### src/core/mmc_cfg.svh
`ifndef MMC_CFG_SVH
`define MMC_CFG_SVH
// Global map: 256 KByte, 18 address bits
`define MMC_GADDR_W      18
`define MMC_LADDR_W      16
`define MMC_PAGE_W       4
// Reset page index and fixed page numbers
`define MMC_PAGE_RST     4'he
`define MMC_PAGE_LO      4'hc
`define MMC_PAGE_MID     4'hd
`define MMC_PAGE_HI      4'hf
// Local window selector bits and paged window code
`define MMC_WIN_LO       2'h0
`define MMC_WIN_MID      2'h1
`define MMC_WIN_PAGED    2'h2
// Decode limits in the local map
`define MMC_REG_TOP      16'h03ff
`define MMC_RAM_BASE     16'h3000
`define MMC_FLASH_BASE   16'h4000
`define MMC_DFLASH_BASE  16'h0400
`define MMC_DFLASH_TOP   16'h13ff
// Global base of the program flash in the global map
`define MMC_GFLASH_BASE  18'h00000
`define MMC_DBG_ROM_BASE 16'hff00
`endif

### src/core/mmc_pkg.sv
package mmc_pkg;
  typedef enum logic [0:0] {
    MMC_NORMAL_SINGLE_CHIP  = 1'b0,
    MMC_SPECIAL_SINGLE_CHIP = 1'b1
  } mmc_mode_t;
  typedef enum logic [2:0] {
    MMC_TGT_NONE   = 3'b000,
    MMC_TGT_REGS   = 3'b001,
    MMC_TGT_RAM    = 3'b010,
    MMC_TGT_DFLASH = 3'b011,
    MMC_TGT_PFLASH = 3'b100,
    MMC_TGT_DBGROM = 3'b101
  } mmc_tgt_t;
  typedef enum logic [1:0] {
    MMC_ARB_IDLE = 2'b00,
    MMC_ARB_CPU  = 2'b01,
    MMC_ARB_DBG  = 2'b10
  } mmc_arb_t;
endpackage : mmc_pkg

### src/core/mmc_decode.sv
`timescale 1ns/1ps
`include "mmc_cfg.svh"
// ----------------------------------------
// Per-master address decoder
// ----------------------------------------
module mmc_decode #(
  parameter bit IS_DBG = 1'b0
) (
  input  wire logic [15:0]             laddr_i,
  input  wire logic [3:0]              page_i,
  input  wire logic                    secured_i,
  output mmc_pkg::mmc_tgt_t            tgt_o,
  output logic      [17:0]             gaddr_o,
  output logic                         deny_o
);
  logic [3:0] page;

  // Paging: top two local bits pick a fixed page or the paged window
  always_comb begin
    case (laddr_i[15:14])
      `MMC_WIN_LO:    page = `MMC_PAGE_LO;
      `MMC_WIN_MID:   page = `MMC_PAGE_MID;
      `MMC_WIN_PAGED: page = page_i;
      default:        page = `MMC_PAGE_HI;
    endcase
    gaddr_o = {page, laddr_i[13:0]};
  end

  // Map scheme differs per master: debug master also sees its own rom
  always_comb begin
    deny_o = 1'b0;
    if (IS_DBG && laddr_i >= `MMC_DBG_ROM_BASE) begin
      tgt_o = mmc_pkg::MMC_TGT_DBGROM;
    end else if (laddr_i <= `MMC_REG_TOP) begin
      tgt_o = mmc_pkg::MMC_TGT_REGS;
    end else if (laddr_i >= `MMC_DFLASH_BASE && laddr_i <= `MMC_DFLASH_TOP) begin
      tgt_o = mmc_pkg::MMC_TGT_DFLASH;
    end else if (laddr_i >= `MMC_RAM_BASE && laddr_i < `MMC_FLASH_BASE) begin
      tgt_o = mmc_pkg::MMC_TGT_RAM;
    end else if (laddr_i >= `MMC_FLASH_BASE) begin
      tgt_o = mmc_pkg::MMC_TGT_PFLASH;
      // Secured: the debug master may not read program flash
      deny_o = IS_DBG && secured_i;
    end else begin
      tgt_o = mmc_pkg::MMC_TGT_NONE;
    end
  end
endmodule : mmc_decode

### src/core/mmc_top.sv
// Overview of operation
// Capture mode pin at reset release
// Only normal and special single-chip modes
// Special mode forces debug-active after reset
// Processor unmapped access raises system reset
// Arbitrate processor and debug, one grant
// Paging reaches 256 KByte global space
// Separate address map per master
// Secured: block debug flash access; code blocks program flash only, debug still reaches data flash
// Mode bit loaded at release; pin before
// Illegal mode write: keep bit, lock
// Secured chip ignores mode writes
`timescale 1ns/1ps
`include "mmc_cfg.svh"
module mmc_top (
  input  wire logic        mclk_i,
  input  wire logic        reset_n_i,
  input  wire logic        mode_select_pin_i,
  input  wire logic        secured_i,
  input  wire logic        cpu_req_i,
  input  wire logic        cpu_we_i,
  input  wire logic [15:0] cpu_addr_i,
  input  wire logic        dbg_req_i,
  input  wire logic [15:0] dbg_addr_i,
  input  wire logic        mode_wr_i,
  input  wire logic        mode_wdata_i,
  input  wire logic        page_wr_i,
  input  wire logic [3:0]  page_wdata_i,
  output logic             cpu_gnt_o,
  output logic             dbg_gnt_o,
  output logic [17:0]      mem_addr_o,
  output logic [2:0]       mem_tgt_o,
  output logic             mem_we_o,
  output logic             dbg_deny_o,
  output logic             sys_reset_req_o,
  output logic             mode_o,
  output logic [3:0]       page_o,
  output logic             background_debug_active_o
);
  // ----------------------------------------
  // Pin synchronisers
  // ----------------------------------------
  logic pin_s1, pin_s2, next_pin_s1, next_pin_s2;
  logic init, next_init;

  always_comb begin
    next_pin_s1 = mode_select_pin_i;
    next_pin_s2 = pin_s1;
    next_init   = 1'b0;
  end

  // Strap flops carry no reset: they keep tracking the pin while reset is
  // low, so the level seen at release has already passed both stages
  always_ff @(posedge mclk_i) begin
    pin_s1 <= next_pin_s1;
    pin_s2 <= next_pin_s2;
  end

  // Init marks the single load cycle right after release
  always_ff @(posedge mclk_i or negedge reset_n_i) begin
    if (!reset_n_i) begin
      init   <= 1'b1;
    end else begin
      init   <= next_init;
    end
  end

  // ----------------------------------------
  // Mode control
  // ----------------------------------------
  // The pin is only a strap: the first clock after release loads the level
  // that stood two clocks earlier, so it must be steady across the release.
  mmc_pkg::mmc_mode_t mode, next_mode;
  logic               lock, next_lock;
  logic               legal;

  // Only special to normal is a legal change; staying put is harmless
  assign legal = (mode == mmc_pkg::MMC_SPECIAL_SINGLE_CHIP) || (mode_wdata_i == mode);

  always_comb begin
    next_mode = mode;
    next_lock = lock;
    if (init) begin
      next_mode = mmc_pkg::mmc_mode_t'(pin_s2);        // see
      next_lock = 1'b0;
    end else if (mode_wr_i && !secured_i) begin
      if (legal && !(lock && mode != mmc_pkg::MMC_SPECIAL_SINGLE_CHIP)) begin
        next_mode = mmc_pkg::mmc_mode_t'(mode_wdata_i);
      end else if (mode != mmc_pkg::MMC_SPECIAL_SINGLE_CHIP) begin
        next_lock = 1'b1;
      end
    end
  end

  always_ff @(posedge mclk_i or negedge reset_n_i) begin
    if (!reset_n_i) begin
      mode <= mmc_pkg::MMC_NORMAL_SINGLE_CHIP;
      lock <= 1'b0;
    end else begin
      mode <= next_mode;
      lock <= next_lock;
    end
  end

  // While init is set the synchronised pin governs the mode
  assign mode_o = init ? pin_s2 : mode;

  // ----------------------------------------
  // Debug-active state
  // ----------------------------------------
  logic dbg_act, next_dbg_act;

  always_comb begin
    next_dbg_act = dbg_act;
    if (init) begin
      next_dbg_act = pin_s2;
    end
  end

  always_ff @(posedge mclk_i or negedge reset_n_i) begin
    if (!reset_n_i) begin
      dbg_act <= 1'b0;
    end else begin
      dbg_act <= next_dbg_act;
    end
  end

  assign background_debug_active_o = dbg_act;

  // ----------------------------------------
  // Program page index
  // ----------------------------------------
  logic [3:0] page, next_page;

  always_comb begin
    next_page = page_wr_i ? page_wdata_i : page;
  end

  always_ff @(posedge mclk_i or negedge reset_n_i) begin
    if (!reset_n_i) begin
      page <= `MMC_PAGE_RST;
    end else begin
      page <= next_page;
    end
  end

  assign page_o = page;

  // ----------------------------------------
  // Decoders, one scheme per master
  // ----------------------------------------
  mmc_pkg::mmc_tgt_t cpu_tgt, dbg_tgt;
  logic [17:0]       cpu_gaddr, dbg_gaddr;
  logic              dbg_deny_c;

  mmc_decode #(.IS_DBG(1'b0)) u_dec_cpu (
    .laddr_i   (cpu_addr_i),
    .page_i    (page),
    .secured_i (secured_i),
    .tgt_o     (cpu_tgt),
    .gaddr_o   (cpu_gaddr),
    .deny_o    ()
  );

  mmc_decode #(.IS_DBG(1'b1)) u_dec_dbg (
    .laddr_i   (dbg_addr_i),
    .page_i    (page),
    .secured_i (secured_i),
    .tgt_o     (dbg_tgt),
    .gaddr_o   (dbg_gaddr),
    .deny_o    (dbg_deny_c)
  );

  // ----------------------------------------
  // Arbitration and access outputs
  // ----------------------------------------
  // Debug master wins a conflict: it steals cycles, which is cheap
  // because its traffic is sparse, and the processor only waits.
  mmc_pkg::mmc_arb_t owner;
  logic [17:0]       next_addr;
  logic [2:0]        next_tgt;
  logic              next_we, next_deny, next_rst;
  logic [17:0]       addr_q;
  logic [2:0]        tgt_q;
  logic              we_q, deny_q, rst_q;

  always_comb begin
    owner = mmc_pkg::MMC_ARB_IDLE;
    if (!init && dbg_req_i) begin
      owner = mmc_pkg::MMC_ARB_DBG;
    end else if (!init && cpu_req_i) begin
      owner = mmc_pkg::MMC_ARB_CPU;
    end
    next_addr = addr_q;
    next_tgt  = 3'h0;
    next_we   = 1'b0;
    next_deny = 1'b0;
    next_rst  = 1'b0;
    case (owner)
      mmc_pkg::MMC_ARB_CPU: begin
        next_addr = cpu_gaddr;
        next_tgt  = cpu_tgt;
        next_we   = cpu_we_i;
        next_rst  = (cpu_tgt == mmc_pkg::MMC_TGT_NONE);
      end
      mmc_pkg::MMC_ARB_DBG: begin
        next_addr = dbg_gaddr;
        next_deny = dbg_deny_c;
        next_tgt  = dbg_deny_c ? mmc_pkg::MMC_TGT_NONE : dbg_tgt;
      end
      default: begin
        next_addr = addr_q;
      end
    endcase
  end

  always_ff @(posedge mclk_i or negedge reset_n_i) begin
    if (!reset_n_i) begin
      addr_q <= 18'h00000;
      tgt_q  <= 3'h0;
      we_q   <= 1'b0;
      deny_q <= 1'b0;
      rst_q  <= 1'b0;
    end else begin
      addr_q <= next_addr;
      tgt_q  <= next_tgt;
      we_q   <= next_we;
      deny_q <= next_deny;
      rst_q  <= next_rst;
    end
  end

  assign cpu_gnt_o       = (owner == mmc_pkg::MMC_ARB_CPU);
  assign dbg_gnt_o       = (owner == mmc_pkg::MMC_ARB_DBG);
  assign mem_addr_o      = addr_q;
  assign mem_tgt_o       = tgt_q;
  assign mem_we_o        = we_q;
  assign dbg_deny_o      = deny_q;
  assign sys_reset_req_o = rst_q;
endmodule : mmc_top

### config.mk
export PLATFORM = sky130hd
export DESIGN_NAME = mmc_top
export DESIGN_NICKNAME = d
export VERILOG_FILES = /design/src/core/mmc_pkg.sv /design/src/core/mmc_decode.sv /design/src/core/mmc_top.sv
export VERILOG_INCLUDE_DIRS = /design/src /design/src/core
export SDC_FILE = /design/constraint.sdc
export NUM_CORES = 1
export LEC_CHECK = 0
export BUFFER_PORTS_ARGS = -buffer_cell sky130_fd_sc_hd__buf_2
export CAP_MARGIN = 25
export CORE_MARGIN = 2
export CORE_UTILIZATION = 53
export DETAILED_ROUTE_END_ITERATION = 10
export GPL_ROUTABILITY_DRIVEN = 1
export PLACE_DENSITY_LB_ADDON = 0.25
export SLEW_MARGIN = 5
export SYNTH_ARGS = -nofsm -noshare
export SYNTH_HDL_FRONTEND = slang
export SYNTH_HIERARCHICAL = 1
export SYNTH_SLANG_ARGS = --single-unit
### constraint.sdc
create_clock -name mclk_i -period 2.5 [get_ports mclk_i]
set_input_delay 0.5 -clock mclk_i [delete_from_list [all_inputs] [get_ports mclk_i]]
set_output_delay 0.5 -clock mclk_i [all_outputs]
set_load 0.005 [all_outputs]
* Word-level counts from Yosys, hierarchy flattened
Cells that the tools add are included.
** Storage, ports and cells
- Output and inout port bits :: 32
- Word-level logic and storage cells :: 88
- Memory bits (writable) :: 0
- Memories :: 0
- ROM bits :: 0
- Register bits :: 34
- Bits in latches :: 0
** Cells by class
- Equality and inequality tests :: 9
- Reduce and logical (&&, ||, !) cells :: 21
- Div/mod/pow operators :: 0
- Add/sub/neg operators :: 0
- Shift operators :: 0
- Bitwise logic cells :: 1
- $lt $le $gt $ge :: 13
- Multipliers :: 0
- Mux-type cells :: 32
** Operators with widths (number)
- $pmux W18 S2 :: 1
- $ge A16 B11 Y1 const B :: 2
- $ge A16 B14 Y1 const B :: 2
- $ge A16 B15 Y1 const B :: 2
- $le A16 B10 Y1 const B :: 2
- $le A16 B13 Y1 const B :: 2
- $lt A16 B15 Y1 const B :: 2
- $mux W3 :: 10
- $pmux W4 S3 :: 2
- $mux W1 :: 17
- $ge A16 B16 Y1 const B :: 1
- $logic_and A1 B1 Y1 :: 9
- $eq A2 B1 Y1 const B :: 3
- $eq A2 B2 Y1 const B :: 3
- $pmux W3 S2 :: 1
- $reduce_bool A2 Y1 :: 3
- $logic_not A2 Y1 :: 2
- $ne A2 B2 Y1 const B :: 2
- $logic_not A1 Y1 :: 3
- $logic_not A3 Y1 :: 1
- $reduce_and A3 Y1 :: 1
- $mux W2 :: 1
- $reduce_and A2 Y1 :: 1
- $eq A1 B1 Y1 :: 1
- 2 further kinds :: 2

* Longest topological paths before layout
- Depth in word-level cells :: 8
- Mapped depth :: 6
- Gate-level depth less buffers :: 5

* By module
The synthesis kept the hierarchy.
** By module, submodules not included
- mmc_top :: instances 1, area an instance 1685.4 µm², sequential area each 820.8 µm², cells each 148
- mmc_decode (u_dec_dbg) :: instances 1, area an instance 235.2 µm², sequential area each 0.0 µm², cells each 31
- mmc_decode (u_dec_cpu) :: instances 1, area an instance 203.9 µm², sequential area each 0.0 µm², cells each 27

* Worst setup path after synthesis
No wires, ideal clock.
- Path type :: reg2out
- Start point :: register init
- End point :: output port mode_o
- Stages on the path, launching flop included :: 6
- Required time :: 2.000 ns
- Data arrival time :: 0.927 ns
- Path slack :: 1.073 ns
- Cells stage by stage :: dfstp_2 -> buf_6 -> inv_2 -> buf_6 -> nand2_1 -> nand2_1
** Between the ends
- Longest elaborated chain between the ends :: 1
** RTL lines
- start: declaration :: RTL line mmc_top.sv:44 : logic init, next_init;
- start signal: assignment :: RTL line mmc_top.sv:64 : init <= next_init;
- $mux W1 :: RTL line mmc_top.sv:106 : assign mode_o = init ? pin_s2 : mode;
- end: declaration :: RTL line mmc_top.sv:36 : output logic mode_o,
Every way passes these cells.

* Final worst setup path
- Start point :: register init
- End point :: output port cpu_gnt_o
** Between the ends
- Longest elaborated chain between the ends :: 5
** RTL lines
- $logic_not A1 Y1 * :: RTL line mmc_top.sv:189, mmc_top.sv:191
- $logic_and A1 B1 Y1 :: RTL line mmc_top.sv:191 : end else if (!init && cpu_req_i) begin
- $mux W1 :: RTL line mmc_top.sv:191
- $mux W2 * :: RTL line mmc_top.sv:189 : if (!init && dbg_req_i) begin
- $eq A2 B1 Y1 * :: RTL line mmc_top.sv:233 : assign cpu_gnt_o = (owner == mmc_pkg::MMC_ARB_CPU);
- end: declaration :: RTL line mmc_top.sv:29 : output logic cpu_gnt_o,
Every way passes the cells marked *; elsewhere a longest branch is shown, timed or not.

==> flow_metrics.tcl <==
set metrics [dict create \
    run_status "finished clean" \
    cts_hold_buffers 0 \
    clk_path_buf_depth 2 \
    synthCells 204 \
    synth.avg_cell_area_um2 10.4 \
    vdd_ir_drop_max_uv 498 \
    clk_latency_ns 0.29 \
    diodes 0 \
    areaGrowthSynthToFinish_pct 7.99 \
    place_inst 289 \
    largest_reg_flops 18 \
    postRouteAntennaNets 0 \
    die_w_um 67.1 \
    period_needed_ns 1.91 \
    cts_sinks 33 \
    clockRootBuffer "clkbuf_8" \
    grt_pass1_vias 1459 \
    grt_antenna_before_repair 0 \
    fmax_mhz 523 \
    grt_max_degree 32 \
    fin_cells 297 \
    finalWorstSetupSlack_ns 0.587 \
    setup_viol 0 \
    io_pins 78 \
    num_rows 22 \
    worstMarginPinSlew_ns 0.705 \
    grt_overflow_total 0 \
    max_cap_violations 0 \
    hold_violations 0 \
    leakage_nw 1.02 \
    yosys_warnings 6 \
    nets 294 \
    vias 1633 \
    placeableCoreArea_um2 3740 \
    numCtsBuffers 5 \
    routed_via_density 5.50 \
    drc 0 \
    die_h_um 67.1 \
    synth_nets 250 \
    relSlewSlack_pct 53.0 \
    htree_levels 2 \
    hold_path_class "primary input to asynchronous set/reset pin" \
    crit_type "flip-flop to output port" \
    drv_slew 0 \
    layout-drive-gt1-share_pct 49.8 \
    dp_slack_ns 0.889 \
    totalPowerFinal_w 0.00135 \
    pwr_density_cell_nw_per_um2 593 \
    die-area_um2 4510 \
    place_hpwl_um 3190 \
    rsz0062_at_grt "no" \
    initial_core_util_pct 56.5 \
    wl_per_cell_um 15.1 \
    clk_pin_slew_worst_paths_ns 0.07 \
    postCtsSetupRepairBufs 0 \
    synth_area_um2 2110 \
    arrival_ns 1.41 \
    fin_skew_ns 0.00492 \
    startpoint_type "flip-flop" \
    fill_cells 347 \
    drt-total-wl_um 4480 \
    numPortBuffers 77 \
    dr.pass1.iters 4 \
    drt_iter0_drc 123 \
    worstSetupEndpointType "output port" \
    reg2reg_depth 3 \
    cts_tree "done" \
    period_share_pct 76.5 \
    finalWeightedCongestion 0.814 \
    tns_ns 0 \
    cts_resized 0 \
    grt_pass1_wl_um 6980 \
    worstPathMaxFanout 19 \
    track_usage_pct 20.9 \
    crit_required_ns 2.00 \
]
[routing by layer]
layer / GRT usage, % / wire length (µm) / up-vias
met4: 9.44 / 47 / 0
met1: 29.1 / 1960 / 764
met5: 0 / 0 / -
met2: 30.8 / 2150 / 68
li1: - / - / 796
met3: 5.17 / 332 / 5
[through the flow]
step                hold WS [ns]  cell area [µm²]  utilization, %
finish                     0.258             2280            61.0
global route               0.298             2280            61.0
CTS                        0.274             2280            61.0
detailed placement         0.313             2180            58.3
global placement           0.312             2180            58.3
floorplan                  0.204             2110               -
[layout by cell type (no fill, tap or decap)]
master      n
o21ai_0     3
dfrtp_1    27
nor2_4      1
nor3_1     37
nor4b_2     1
conb_1      1
a21oi_1     3
a21o_1      2
o2bb2ai_1   1
nor3b_1     3
o22ai_1    18
nand2b_4    2
or2_1       2
inv_2       1
nand2_1     6
clkbuf_8    7
buf_4       3
clkinv_2    1
nor2b_1     1
buf_2      77
or3b_1      4
nor3_2     21
and2_1      2
nand3b_1    3
dfxtp_1     2
inv_1       2
nand4_1     2
mux2_2      6
o21a_1      3
o211a_1     1
o21bai_1    2
dfstp_2     4
[critical path, stage by stage (launching register included)]
cell      delay, ns
dfstp_2        0.60
nand2b_4       0.35
nor2_4         0.05
buf_2          0.13
[path summary, 6_finish.rpt]
path                                  end  slack [ns]               from
min in group mclk_i           next_pin_s2        0.31  mode_select_pin_i
setup / recovery                cpu_gnt_o        0.59               init
hold / removal             mem_addr_o[13]        0.26          reset_n_i
max in group asynchronous  mem_addr_o[16]        1.79          reset_n_i
hold reg to reg                    pin_s2        0.33        next_pin_s2
setup reg to reg            mem_addr_o[0]        1.19               init
[layout make-up]
cell class / instances / area, µm² / share of cell area [%]
repair buffers: 80 / 408 / 17.9
well taps: 48 / 60.1 / 2.63
inverters: 3 / 11.3 / 0.493
multi-input cells: 125 / 881 / 38.6
clock buffers: 7 / 96.3 / 4.22
flip-flops and latches: 33 / 821 / 36.0
clock inverters: 1 / 5.00 / 0.219
[power by group]
part	switching [W]	internal, W	total (W)
Clock	0.000189	0.000248	0.000438
Sequential	0.0000446	0.000597	0.000641
Combinational	0.000143	0.000131	0.000274
Total	0.000377	0.000976	0.00135
Power figures use the tool's default switching activity.
